### config.mk
export PLATFORM = sky130hd
export DESIGN_NAME = cioc_io_cell
export DESIGN_NICKNAME = d
export VERILOG_FILES = /design/src/verilog/cioc_pkg.sv /design/src/verilog/cioc_stor_if.sv /design/src/verilog/cioc_stor.sv /design/src/verilog/cioc_io_cell.sv
export VERILOG_INCLUDE_DIRS = /design/src /design/src/verilog
export SDC_FILE = /design/constraint.sdc
export NUM_CORES = 1
export LEC_CHECK = 0
export BUFFER_PORTS_ARGS = -buffer_cell sky130_fd_sc_hd__buf_2
export CAP_MARGIN = 40
export CELL_PAD_IN_SITES_DETAIL_PLACEMENT = 1
export CELL_PAD_IN_SITES_GLOBAL_PLACEMENT = 1
export CORE_ASPECT_RATIO = 1.2
export CORE_MARGIN = 5
export CORE_UTILIZATION = 24
export DETAILED_ROUTE_END_ITERATION = 8
export PLACE_DENSITY_LB_ADDON = 0.25
export SLEW_MARGIN = 20
export SYNTH_ARGS = -nofsm -noshare
export SYNTH_HDL_FRONTEND = slang
export SYNTH_SLANG_ARGS = --single-unit
### constraint.sdc
create_clock -name mclk -period 1.45 [get_ports mclk]
set_input_delay 0.29 -clock mclk [delete_from_list [all_inputs] [get_ports mclk]]
set_output_delay 0.29 -clock mclk [all_outputs]
set_load 0.05 [all_outputs]
### src/verilog/cioc_regs.svh
// constants for the configurable io cell: encodings, indices, reset values
`ifndef CIOC_REGS_SVH
`define CIOC_REGS_SVH

// shared set/reset modes, gray ordered
`define CIOC_SRM_SYNC_SET 2'h0
`define CIOC_SRM_SYNC_RST 2'h1
`define CIOC_SRM_ASYNC_CLR 2'h3
`define CIOC_SRM_ASYNC_PRE 2'h2

// storage element indices
`define CIOC_EL_IN 0
`define CIOC_EL_OUT 1
`define CIOC_EL_TS 2
`define CIOC_EL_NUM 3

// input delay stages matched to clock distribution
`define CIOC_IN_DLY_STAGES 1

// reset values
`define CIOC_STOR_RST 1'b0
`define CIOC_PAD_OE_RST 1'b0
`define CIOC_PAD_O_RST 1'b0
`define CIOC_PULL_RST 1'b0

`endif

### src/verilog/cioc_pkg.sv
// types shared by the configurable io cell modules
package cioc_pkg;
`include "cioc_regs.svh"

    // how the shared set/reset acts on one storage element
    typedef enum logic [1:0] {
        CIOC_SYNC_SET = `CIOC_SRM_SYNC_SET,
        CIOC_SYNC_RST = `CIOC_SRM_SYNC_RST,
        CIOC_ASYNC_CLR = `CIOC_SRM_ASYNC_CLR,
        CIOC_ASYNC_PRE = `CIOC_SRM_ASYNC_PRE
    } cioc_srmode_t;

    // true for the modes that ignore the cell clock
    function automatic logic cioc_is_async(input cioc_srmode_t m);
        return (m == CIOC_ASYNC_CLR) || (m == CIOC_ASYNC_PRE);
    endfunction

    // level that the set/reset forces
    function automatic logic cioc_sr_value(input cioc_srmode_t m);
        return (m == CIOC_SYNC_SET) || (m == CIOC_ASYNC_PRE);
    endfunction
endpackage

### src/verilog/cioc_stor_if.sv
// interface between the cell and one of its storage elements
interface cioc_stor_if;
    logic d; // data into the element
    logic ce; // effective clock enable
    logic sr; // effective shared set/reset
    logic clk_rise; // effective cell clock rising this cycle
    logic clk_high; // effective cell clock at active level
    logic latch; // element works as a transparent latch
    cioc_pkg::cioc_srmode_t mode; // set/reset mode
    logic q; // element output

    modport ctrl(output d, ce, sr, clk_rise, clk_high, latch, mode,
        input q);
    modport stor(input d, ce, sr, clk_rise, clk_high, latch, mode,
        output q);
endinterface

### src/verilog/cioc_stor.sv
// one storage element of the io cell: flip-flop or latch
`include "cioc_regs.svh"
module cioc_stor (
    input wire logic mclk,
    input wire logic rst_b,
    cioc_stor_if.stor s
);
    logic q_q; // stored value
    logic q_d; // next stored value
    logic evt; // clock event for the chosen mode

    // next value of the element
    always_comb begin
        q_d = q_q;
        evt = s.latch ? s.clk_high : s.clk_rise;
        if (cioc_pkg::cioc_is_async(s.mode) && s.sr) begin
            q_d = cioc_pkg::cioc_sr_value(s.mode);
        end else if (evt) begin
            if (s.sr && !cioc_pkg::cioc_is_async(s.mode)) begin
                q_d = cioc_pkg::cioc_sr_value(s.mode);
            end else if (s.ce) begin
                q_d = s.d;
            end
        end
    end

    // register the element
    always_ff @(posedge mclk) begin
        if (!rst_b) begin
            q_q <= `CIOC_STOR_RST;
        end else begin
            q_q <= q_d;
        end
    end

    assign s.q = q_q;

    property p_async_sr;
        @(posedge mclk) disable iff (!rst_b)
        cioc_pkg::cioc_is_async(s.mode) && s.sr |=>
            q_q == cioc_pkg::cioc_sr_value($past(s.mode));
    endproperty
    a_async_sr: assert property (p_async_sr)
        else $error("async set/reset not applied");

    property p_ce_hold;
        @(posedge mclk) disable iff (!rst_b)
        !s.ce && !s.sr |=> $stable(q_q);
    endproperty
    a_ce_hold: assert property (p_ce_hold)
        else $error("element changed with enable low");

    property p_latch_pass;
        @(posedge mclk) disable iff (!rst_b)
        s.latch && s.clk_high && s.ce && !s.sr |=> q_q == $past(s.d);
    endproperty
    a_latch_pass: assert property (p_latch_pass)
        else $error("transparent latch did not pass data");

    property p_ff_no_edge;
        @(posedge mclk) disable iff (!rst_b)
        !s.latch && !s.clk_rise && !s.sr |=> $stable(q_q);
    endproperty
    a_ff_no_edge: assert property (p_ff_no_edge)
        else $error("flip-flop changed without clock edge");
endmodule

### src/verilog/cioc_io_cell.sv
// configurable io cell: pad paths, storage elements, pulls, keeper, scan
// How it works
// - each element is flip-flop or latch
// - one cell clock, enable per element
// - shared set/reset, mode chosen per element
// - data and control signals invert independently
// - unconfigured: pad driver always high impedance
// - unconfigured: no pull-down, no keeper
// - unconfigured pull-up from global mode pins
// - pad value direct and via input element
// - optional matched delay before input element
// - pad data from logic or element
// - enable from logic or enable element
// - keeper senses pad, drives same level
// - configured pull-up and pull-down selectable
// - boundary scan observes and controls pad
`include "cioc_regs.svh"
module cioc_io_cell #(
    parameter int unsigned IN_DLY = `CIOC_IN_DLY_STAGES
) (
    input wire logic mclk,
    input wire logic rst_b,
    input wire logic cfg_done, // device configured
    input wire logic cfg_pullup_mode, // global pre-config pull-up
    input wire logic cell_clk, // common cell clock
    input wire logic [2:0] ce, // enables: ts, out, in
    input wire logic shared_set_reset,
    input wire logic [2:0] latch_sel, // element is latch
    input wire logic [2:0][1:0] sr_mode, // per element mode
    input wire logic inv_in,
    input wire logic inv_out,
    input wire logic inv_ts,
    input wire logic inv_clk,
    input wire logic [2:0] inv_ce,
    input wire logic inv_sr,
    input wire logic in_dly_sel, // delay before input element
    input wire logic out_reg_sel, // pad data from element
    input wire logic ts_reg_sel, // enable from element
    input wire logic keeper_sel,
    input wire logic pullup_sel,
    input wire logic pulldown_sel,
    input wire logic core_o, // data from internal logic
    input wire logic core_oe, // enable from internal logic
    input wire logic pad_i,
    output logic pad_o,
    output logic pad_oe,
    output logic in_direct, // unstored input path
    output logic in_reg, // input element output
    output logic pullup_en,
    output logic pulldown_en,
    output logic keeper_en,
    output logic keeper_lvl, // level the keeper holds
    input wire logic bs_extest, // scan owns the pad
    input wire logic bs_drv,
    input wire logic bs_drv_oe,
    output logic bs_capture // pad level seen by scan
);
    cioc_stor_if sif[`CIOC_EL_NUM] (); // one per element

    logic clk_lvl_q, clk_lvl_d; // effective clock last cycle
    logic eff_clk; // clock after inversion
    logic in_val; // pad after input inversion
    logic [IN_DLY-1:0] dly_q, dly_d; // matched delay line
    logic in_q, in_d; // direct input path
    logic [2:0] d_vec; // element data inputs
    logic [2:0] q_vec; // element outputs
    logic pad_o_q, pad_o_d;
    logic pad_oe_q, pad_oe_d;
    logic pu_q, pu_d;
    logic pd_q, pd_d;
    logic kp_q, kp_d;
    logic kl_q, kl_d;
    logic bs_q, bs_d;
    logic out_src; // data toward the driver
    logic oe_src; // enable toward the driver

    assign eff_clk = cell_clk ^ inv_clk;
    assign in_val = pad_i ^ inv_in;

    // element data: optional delayed pad into input element
    always_comb begin
        d_vec = '0;
        d_vec[`CIOC_EL_IN] = in_dly_sel ? dly_q[IN_DLY-1] : in_val;
        d_vec[`CIOC_EL_OUT] = core_o;
        d_vec[`CIOC_EL_TS] = core_oe;
    end

    // connect the three elements
    genvar g;
    generate
        for (g = 0; g < `CIOC_EL_NUM; g++) begin : g_el
            assign sif[g].clk_rise = eff_clk & ~clk_lvl_q;
            assign sif[g].clk_high = eff_clk;
            assign sif[g].ce = ce[g] ^ inv_ce[g];
            assign sif[g].sr = shared_set_reset ^ inv_sr;
            assign sif[g].latch = latch_sel[g];
            assign sif[g].mode = cioc_pkg::cioc_srmode_t'(sr_mode[g]);
            assign sif[g].d = d_vec[g];
            assign q_vec[g] = sif[g].q;
            cioc_stor u_stor (
                .mclk(mclk),
                .rst_b(rst_b),
                .s(sif[g])
            );
        end
    endgenerate

    // next values of the pad side
    always_comb begin
        clk_lvl_d = eff_clk;
        dly_d[0] = in_val;
        for (int i = 1; i < IN_DLY; i++) begin
            dly_d[i] = dly_q[i-1];
        end
        in_d = in_val;
        out_src = out_reg_sel ? q_vec[`CIOC_EL_OUT] : core_o;
        oe_src = (ts_reg_sel ? q_vec[`CIOC_EL_TS] : core_oe) ^ inv_ts;
        pad_o_d = out_src ^ inv_out;
        pad_oe_d = oe_src;
        if (bs_extest) begin
            pad_o_d = bs_drv;
            pad_oe_d = bs_drv_oe;
        end
        if (!cfg_done) begin
            pad_oe_d = 1'b0;
        end
        // global pull-up before, own select after
        pu_d = cfg_done ? pullup_sel : cfg_pullup_mode;
        // pull-down and keeper off until configured
        pd_d = cfg_done & pulldown_sel;
        kp_d = cfg_done & keeper_sel;
        // keeper follows the raw pad level
        kl_d = pad_i;
        // pad stays observable when not driven
        bs_d = pad_i;
    end

    // register the pad side
    always_ff @(posedge mclk) begin
        if (!rst_b) begin
            clk_lvl_q <= 1'b0;
            dly_q <= '0;
            in_q <= 1'b0;
            pad_o_q <= `CIOC_PAD_O_RST;
            pad_oe_q <= `CIOC_PAD_OE_RST;
            pu_q <= `CIOC_PULL_RST;
            pd_q <= `CIOC_PULL_RST;
            kp_q <= 1'b0;
            kl_q <= 1'b0;
            bs_q <= 1'b0;
        end else begin
            clk_lvl_q <= clk_lvl_d;
            dly_q <= dly_d;
            in_q <= in_d;
            pad_o_q <= pad_o_d;
            pad_oe_q <= pad_oe_d;
            pu_q <= pu_d;
            pd_q <= pd_d;
            kp_q <= kp_d;
            kl_q <= kl_d;
            bs_q <= bs_d;
        end
    end

    // outputs straight from flops
    assign pad_o = pad_o_q;
    assign pad_oe = pad_oe_q;
    assign in_direct = in_q;
    assign in_reg = q_vec[`CIOC_EL_IN];
    assign pullup_en = pu_q;
    assign pulldown_en = pd_q;
    assign keeper_en = kp_q;
    assign keeper_lvl = kl_q;
    assign bs_capture = bs_q;

    property p_unconf_hiz;
        @(posedge mclk) disable iff (!rst_b)
        !cfg_done |=> !pad_oe_q;
    endproperty
    a_unconf_hiz: assert property (p_unconf_hiz)
        else $error("pad driven before configuration");

    property p_unconf_pulls;
        @(posedge mclk) disable iff (!rst_b)
        !cfg_done |=> !pd_q && !kp_q;
    endproperty
    a_unconf_pulls: assert property (p_unconf_pulls)
        else $error("pull-down or keeper on before configuration");

    property p_global_pu;
        @(posedge mclk) disable iff (!rst_b)
        !cfg_done |=> pu_q == $past(cfg_pullup_mode);
    endproperty
    a_global_pu: assert property (p_global_pu)
        else $error("pre-config pull-up ignores mode pins");

    property p_direct_in;
        @(posedge mclk) disable iff (!rst_b)
        1'b1 ##1 1'b1 |-> in_q == $past(pad_i ^ inv_in);
    endproperty
    a_direct_in: assert property (p_direct_in)
        else $error("direct input path wrong");

    property p_out_direct;
        @(posedge mclk) disable iff (!rst_b)
        !bs_extest && !out_reg_sel |=> pad_o_q == $past(core_o ^ inv_out);
    endproperty
    a_out_direct: assert property (p_out_direct)
        else $error("direct output data wrong");

    property p_oe_direct;
        @(posedge mclk) disable iff (!rst_b)
        cfg_done && !bs_extest && !ts_reg_sel |=>
            pad_oe_q == $past(core_oe ^ inv_ts);
    endproperty
    a_oe_direct: assert property (p_oe_direct)
        else $error("direct enable wrong");

    property p_keeper;
        @(posedge mclk) disable iff (!rst_b)
        cfg_done && keeper_sel |=> kp_q && kl_q == $past(pad_i);
    endproperty
    a_keeper: assert property (p_keeper)
        else $error("keeper not following pad");

    property p_scan;
        @(posedge mclk) disable iff (!rst_b)
        cfg_done && bs_extest |=> pad_o_q == $past(bs_drv) &&
            pad_oe_q == $past(bs_drv_oe) && bs_q == $past(pad_i);
    endproperty
    a_scan: assert property (p_scan)
        else $error("scan control of pad wrong");

    property p_pulls_cfg;
        @(posedge mclk) disable iff (!rst_b)
        cfg_done |=> pu_q == $past(pullup_sel) &&
            pd_q == $past(pulldown_sel);
    endproperty
    a_pulls_cfg: assert property (p_pulls_cfg)
        else $error("configured pulls not as selected");
endmodule

# After elaboration in Yosys (flattened, before gate mapping)
# Index checks and enable logic that the tools add are counted.
# word_totals
ram_bits	0
romBits	0
reg_bits	11
mem_count	0
in_bits	38
latch_bits	0
# classes
order_cmp	0
eq_ne	6
shift	0
n_mux	21
bitwise_logic	12
n_addsub	0
reduce_logical	28
div	0
n_mul	0
# op_table
operator	count
$mux 1	21
$eq 2x2->1 const B	6
$reduce_bool 3->1	3
$reduce_and 2->1	4
$xor 1x1->1	8
$logic_and 1x1->1	6
$logic_not 2->1	3
$logic_or 1x1->1	6
$reduce_bool 2->1	3
$and 1x1->1	3
$logic_not 1->1	3
$not 1->1	1

# Depth between registers and ports, before layout
# Gate-level depths: netlist of the first run.
# depth
depth_word	7
ltp_mapped	4
mapped_depth_nobuf	4

# By module
# Synthesis of the first run repeated with hierarchy kept, for this count alone.
# hier_totals
hier_cells	65
hier_area_um2	654.4
# by_module_without_submodules
mod	cells_each	area_per_inst_um2	instances	seq_area_each_um2
cioc_io_cell	35	372.9	1	160.2
cioc_stor	10	93.8	3	20.0

# Least setup slack after synthesis of the first run
# No wires, ideal clock.
# synth_path
path_kind	input -> register
from	input port inv_sr
to	register g_el[0].u_stor.q_q
setup_time_ns	0.116
required_time_ns	1.334
path_stages	4
setup_slack_ns	0.082
arrival_ns	1.251
cell_sequence	xor2_2 > o221ai_1 > a221o_1 > o211a_1
# synth_via
elab_chain_cells	5
word_cells_on_any_way	9
cone_classes	mux: 3; bitwise: 1; reduce/logical: 5
# synth_lines
element	line_no	text
start, declared	cioc_io_cell.sv:35	input wire logic inv_sr,
$xor 1x1->1 *	cioc_io_cell.sv:95	assign sif[g].sr = shared_set_reset ^ inv_sr;
$logic_and 1x1->1	cioc_stor.sv:19	if (s.sr && !cioc_pkg::cioc_is_async(s.mode)) begin
$mux 1	cioc_stor.sv:19	
$mux 1	cioc_stor.sv:18	end else if (evt) begin
$mux 1	cioc_stor.sv:16	if (cioc_pkg::cioc_is_async(s.mode) && s.sr) begin
end signal, assigned	cioc_stor.sv:30	q_q <= `CIOC_STOR_RST;
end signal, assigned	cioc_stor.sv:32	q_q <= q_d;
end, declared	cioc_stor.sv:8	logic q_q;
# Every way passes the cells marked *; elsewhere a longest branch is shown, timed or not. The select of a mux whose other input is x is not followed.
# A chain may end at the register's enable or synchronous reset.

# Worst setup path after layout of the first run
# Ends and elaborated chain as after synthesis.

==> results of run 1 <==
worst min path at each step:
stage	start	endpoint	slack, ns
finish	keeper_sel	keeper_en	0.26
global route	keeper_sel	keeper_en	0.26
CTS	pulldown_sel	pulldown_en	0.25
detailed placement	g_el[2].u_stor.s.q	g_el[2].u_stor.s.q	0.47
global placement	g_el[1].u_stor.s.q	g_el[1].u_stor.s.q	0.47
floorplan	pad_i	bs_capture	0.42
placed cells by master, fill, tap and decap left out, types with 2 or more instances in the layout:
cell      netlist  final
a21boi_2        2      2
xor2_1          7      7
nand2_1         6      6
buf_2           0     46
dfxtp_1        11     11
nand3_1         2      2
and3_1          3      3
buf_4           1      2
and2_1          4      4
clkbuf_4        0      3
nor2_1          3      3
a221o_1         3      3
o21ai_0         2      2
o221ai_1        3      3
mux2i_1         3      3
flip-flops by register name (all words and copies together), names as in the netlist:
name	cells
bs_capture	1
clk_lvl_q	1
g_el.u_stor.s.q	3
in_direct	1
keeper_en	1
pad_o	1
pad_oe	1
pulldown_en	1
pullup_en	1
logic make-up (layout without fill, tap and decap cells):
logic type / after synthesis / count (layout)
mux: 4 / 4
flops: 11 / 11
compound gates: 11 / 11
simple gates: 19 / 19
xor+xnor: 9 / 9
buf+inv: 3 / 53
routing by layer:
layer / wire length (um) / vias to the layer above / part of all wire (%)
met3: 143 / 0 / 9.4
met1: 617 / 264 / 40
met2: 768 / 26 / 50
li1: - / 302 / -
met4: 0 / 0 / 0
met5: 0 / - / 0
through the flow:
stage	power [mW]	instances	area, um2	hold WS [ns]	setup slack [ns]
finish	0.786	138	855	0.258	0.272
floorplan	0.497	57	556	0.417	0.0824
CTS	0.807	138	855	0.249	0.266
global route	0.836	138	855	0.260	0.185
detailed placement	0.596	134	828	0.474	-0.0210
global placement	0.589	134	828	0.465	0.0197
report_power, final:
part	internal, mW	switching [mW]
clock	0.106	0.0968
sequential	0.326	0.00823
combinational	0.108	0.140
total	0.541	0.245
final cells by class:
class	count	area, um2
repair buffers	48	245
flip-flops and latches	11	220
well taps	31	38.8
inverters	1	3.75
multi-input cells	43	320
fillers	283	1400
clock buffers	4	26.3
==> out/summary.txt, run 1 <==
status -> complete, no violations
count leader, synth -> dfxtp_1
Synth Area in XOR/XNOR -> 15.5%
R2R cell count -> 4
CTS tree -> yes
Die H -> 62.7 um
Max Freq -> 0.849 GHz
crit path DAT -> 1.34 ns
Residual DRC -> 0
WL per Instance -> 11.1 um
PwrDens -> 919 nW/um2
post-synth top area cell -> dfxtp_1
Longest Clk Path Bufs -> 2
CP Launch Point -> inv_sr
Final #Nets -> 146
total stage count of the critical path -> 5
minimum clock period -> 1.18 ns
P&R area growth vs syn -> 53.8%
Post-CTS Setup Repair Bufs -> 0
largest family of logic cells by synthesized area -> compound AO/OA/AOI/OAI gates
initial antenna violation count -> 0
post-synthesis mux area share -> 7.43%
reg-to-reg slack, setup -> 0.31 ns
CP max stage delay -> 0.38 ns
Post-CTS Hold Buffers -> 0
die footprint -> 3380 um2
max-slew violation count -> 0
First DRT Iteration DRCs -> 9
Final Hold Viols -> 0
crit-path leading delay family -> compound AO/OA/AOI/OAI gates
Critical Path Start Type -> input port
Synth Area in Compound Gates -> 17.8%
most used routing layer -> met2
CTS root buf -> clkbuf_4
IO buf count -> 46
Slowest-stage cell, CP -> a221o_1
detail-routed via count per cell -> 4.29
Post-Syn Area per Cell -> 9.75 um2
Hold WC Path Type -> input port to register
synth cell count leaders -> dfxtp_1 (11), xor2_1 (7), nand2_1 (6), and2_1 (4)
RePlAce Congestion -> 0.650
post-synth top area share -> 39.6%
Cell Area, Synth -> 556 um2
Remaining Overflow, GRT -> 0
r2r endpoint -> g_el[0].u_stor.s.q
via count -> 592
Worst Path Required -> 1.61 ns
H-tree levels -> 1
total wire length -> 1530 um
Worst-path clk slew -> 0.06 ns
unrepaired setup endpoints after global routing -> false
EDFF count, synth -> 0
worst path buffer plus inverter count -> 1
synth warn -> 0
Post-Synth Simple-Gate Area -> 16.9%
Adder-Cell Fraction of Synth Area -> 0%
Lkg Pwr -> 0.451 nW
CP Capture Type -> register
async set or reset register ratio after synthesis -> 0%
Post-Route Utilization -> 37.8%
crit path cell chain -> buf_2 -> xor2_2 -> o221ai_1 -> a221o_1 -> o211a_1
antenna viol nets, final -> 0
CP Class -> input port to register
reg2reg start -> clk_lvl_q
Post-CTS Resized -> 0
Core ar. -> 2260 um2
Synth Register Bits -> 11
GRT Util Overall -> 9.16%
Slew HR -> 82.5%
DP Wirelength -> 1360 um
Mapped Cells -> 57
ys flop type -> dfxtp_1
Clock Latency Late Sink -> 0.26 ns
Final period util -> 81.3%
worst-case clock skew -> 0.00274 ns
share of layout cells above drive strength 1 -> 51.4%
# setup viols final -> 0
critical path peak fanout -> 5
top cells by area, synth -> dfxtp_1 (40%), xor2_1 (11%), a221o_1 (5.4%)
Hold Path Depth -> 2
setup_tns -> 0 ns
drt pass-1 iters -> 4
Worst Max-Slew Pin Slew -> 0.261 ns
Initial Utilization -> 24.6%
antenna diode count -> 0
post-synthesis sequential area ratio -> 39.6%
Num CTS Buffers -> 3
met2 global-route usage -> 14.7%
syn nets -> 95
clock sinks -> 11
crit path to -> g_el[0].u_stor.s.q
Worst VDD drop -> 0.000333 V
first-pass GRT wire length -> 2340 um
global-route met3 utilization -> 1.43%
num rows -> 19
die width -> 53.9 um
IO Pins -> 47
vias in the first global route -> 578
largest net degree at the start of global routing -> 12
Max Cap Viol -> 0
M1 GR Usage -> 10.8%
Yosys cell types -> 20
(Power assumes the default switching activity.)
==> inputs of run 2 (changes only) <==
- ABC_AREA: default -> 1
- CORE_UTILIZATION: 24 -> 25
- clock period: 1.45 -> 1.2 ns (I/O delays scaled with it)
==> run 2 against run 1 <==
  * Highest routed layer is now met4
  * First-iteration DRC count is 78% lower
  * Routed wire length increased by 31%
  * Critical endpoint is now in_direct
  * Synthesized cell count rose by 96%
  * Cell count rose by 41%
  * Die area grew 14%
==> out/summary.txt, run 2 <==
setup_tns -> 0 ns (unchanged)
P&R area growth vs syn -> 43.0% (was 53.8%)
Worst VDD drop -> 0.000559 V (was 0.000333 V)
H-tree levels -> 1 (unchanged)
critical path peak fanout -> 2 (was 5)
share of layout cells above drive strength 1 -> 36.6% (was 51.4%)
crit-path leading delay family -> flip-flops (was compound AO/OA/AOI/OAI gates)
# setup viols final -> 0 (unchanged)
minimum clock period -> 1.11 ns
Final #Nets -> 200 (was 146)
crit path DAT -> 0.87 ns (was 1.34 ns)
Yosys cell types -> 13 (was 20)
worst path buffer plus inverter count -> 1 (unchanged)
Worst Max-Slew Pin Slew -> 0.256 ns (was 0.261 ns)
Longest Clk Path Bufs -> 2 (unchanged)
max-slew violation count -> 0 (unchanged)
max reg flops -> 3 (unchanged)
CP max stage delay -> 0.34 ns (was 0.38 ns)
most frequent cells in the layout -> buf_2 (46), nand2_1 (35), inv_1 (21) (was buf_2 (46), dfxtp_1 (11), xor2_1 (7))
first-pass GRT wire length -> 3170 um (was 2340 um)
via count -> 809 (was 592)
reg-to-reg slack, setup -> 0.32 ns (was 0.31 ns)
CTS root buf -> clkbuf_4 (unchanged)
die width -> 57.4 um (was 53.9 um)
detail-routed via count per cell -> 4.17 (was 4.29)
Synth Register Bits -> 11 (unchanged)
EDFF count, synth -> 0 (unchanged)
post-synthesis sequential area ratio -> 32.7% (was 39.6%)
Critical Path Start Type -> register (was input port)
Initial Utilization -> 26.4% (was 24.6%)
post-synth top area share -> 32.7% (was 39.6%)
Slew HR -> 83.1% (was 82.5%)
Remaining Overflow, GRT -> 0 (unchanged)
First DRT Iteration DRCs -> 2 (was 9)
Hold WC Path Type -> input port to register (unchanged)
Post-CTS Resized -> 0 (unchanged)
Post-Syn Area per Cell -> 6.02 um2 (was 9.75 um2)
Final period util -> 92.8%
Clock Latency Late Sink -> 0.27 ns (was 0.26 ns)
IO buf count -> 46 (unchanged)
count leader, synth -> nand2_1 (was dfxtp_1)
largest net degree at the start of global routing -> 8 (was 12)
Worst Path Required -> 0.96 ns (was 1.61 ns)
Tot Pwr -> 980 uW (was 786 uW)
vias in the first global route -> 823 (was 578)
Slowest-stage cell, CP -> dfxtp_1 (was a221o_1)
Final Hold Slack -> 0.175 ns (was 0.258 ns)
async set or reset register ratio after synthesis -> 0% (unchanged)
top cells by area, synth -> dfxtp_1 (33%), nand2_1 (19%), inv_1 (12%) (was dfxtp_1 (40%), xor2_1 (11%), a221o_1 (5.4%))
DP Wirelength -> 1780 um (was 1360 um)
synth warn -> 0 (unchanged)
Die H -> 66.9 um (was 62.7 um)
antenna viol nets, final -> 0 (unchanged)
Cell Area, Synth -> 674 um2 (was 556 um2)
worst-case clock skew -> 0.00153 ns (was 0.00274 ns)
WL per Instance -> 10.3 um (was 11.1 um)
Core ar. -> 2550 um2 (was 2260 um2)
Post-CTS Hold Buffers -> 0 (unchanged)
num rows -> 20 (was 19)
PwrDens -> 1020 nW/um2 (was 919 nW/um2)
GRT Util Overall -> 10.7% (was 9.16%)
clock sinks -> 11 (unchanged)
die footprint -> 3840 um2 (was 3380 um2)
initial antenna violation count -> 0 (unchanged)
Lkg Pwr -> 0.608 nW (was 0.451 nW)
Num CTS Buffers -> 3 (unchanged)
Post-CTS Setup Repair Bufs -> 0 (unchanged)
CTS tree -> yes (unchanged)
status -> complete, no violations (unchanged)
most common cell after layout, fill and taps aside -> buf_2 (unchanged)
drt pass-1 iters -> 2 (was 4)
antenna diode count -> 0 (unchanged)
Max Freq -> 0.898 GHz
CP Class -> register to output pin (was input port to register)
Mapped Cells -> 112 (was 57)
Worst-path clk slew -> 0.08 ns (was 0.06 ns)
IO Pins -> 47 (unchanged)
ys flop type -> dfxtp_1 (unchanged)
Post-Route Utilization -> 37.8% (about the same)
RePlAce Congestion -> 0.714 (was 0.650)
crit path cell chain -> buf_2 (was buf_2 -> xor2_2 -> o221ai_1 -> a221o_1 -> o211a_1)
post-synth top area cell -> dfxtp_1 (unchanged)
Residual DRC -> 0 (unchanged)
unrepaired setup endpoints after global routing -> false (unchanged)
syn nets -> 150 (was 95)
CP Capture Type -> output pin (was register)
synth cell count leaders -> nand2_1 (35), inv_1 (21), nor2_1 (13), dfxtp_1 (11), nand3_1 (9) (was dfxtp_1 (11), xor2_1 (7), nand2_1 (6), and2_1 (4))
Max Cap Viol -> 0 (unchanged)
total wire length -> 2010 um (was 1530 um)
Final Hold Viols -> 0 (unchanged)
[run 2: layout make-up]
cell class	count	area, um2
timing repair buffer	46	230
tap	33	41.3
multi-input combinational	77	360
inverter	23	86.3
clock buffer	4	26.3
sequential	11	220
fill	374	1590
[run 2: layer usage]
metal	GRT usage, %	routed length, um	vias up	share of wire [%]
li1	-	-	429	-
met1	11.6	764	357	38
met2	19.5	1080	21	54
met3	2.52	138	2	6.9
met4	4.35	20	0	1.0
met5	0	0	-	0
[run 2: logic make-up after synthesis]
family / synth area share [%]
XOR/XNOR: 3.90
flip-flops: 32.7
AND/OR/NAND/NOR: 42.9
buffers and inverters: 13.9
AO/OA/AOI/OAI: 6.68
[run 2: report_power, final]
part           leakage, nW  internal, mW  switching [mW]
clock               0.0150         0.129           0.131
sequential          0.0914         0.394          0.0117
combinational        0.502         0.117           0.197
[run 2: through the flow]
stage	cells	cell area [um2]	setup WS, ns
global route	194	965	0.0470
CTS	194	965	0.0684
floorplan	112	674	0.0657
detailed placement	190	938	0.172
finish	194	965	0.0864
global placement	190	938	0.218
[run 2: worst paths after layout]
path,endpoint,cells after the start,start
max reg2reg,pad_oe,6,g_el[2].u_stor.s.q
min,pullup_en,2,cfg_done
min reg2reg,g_el[1].u_stor.s.q,2,g_el[1].u_stor.s.q
max,in_direct,1,in_direct
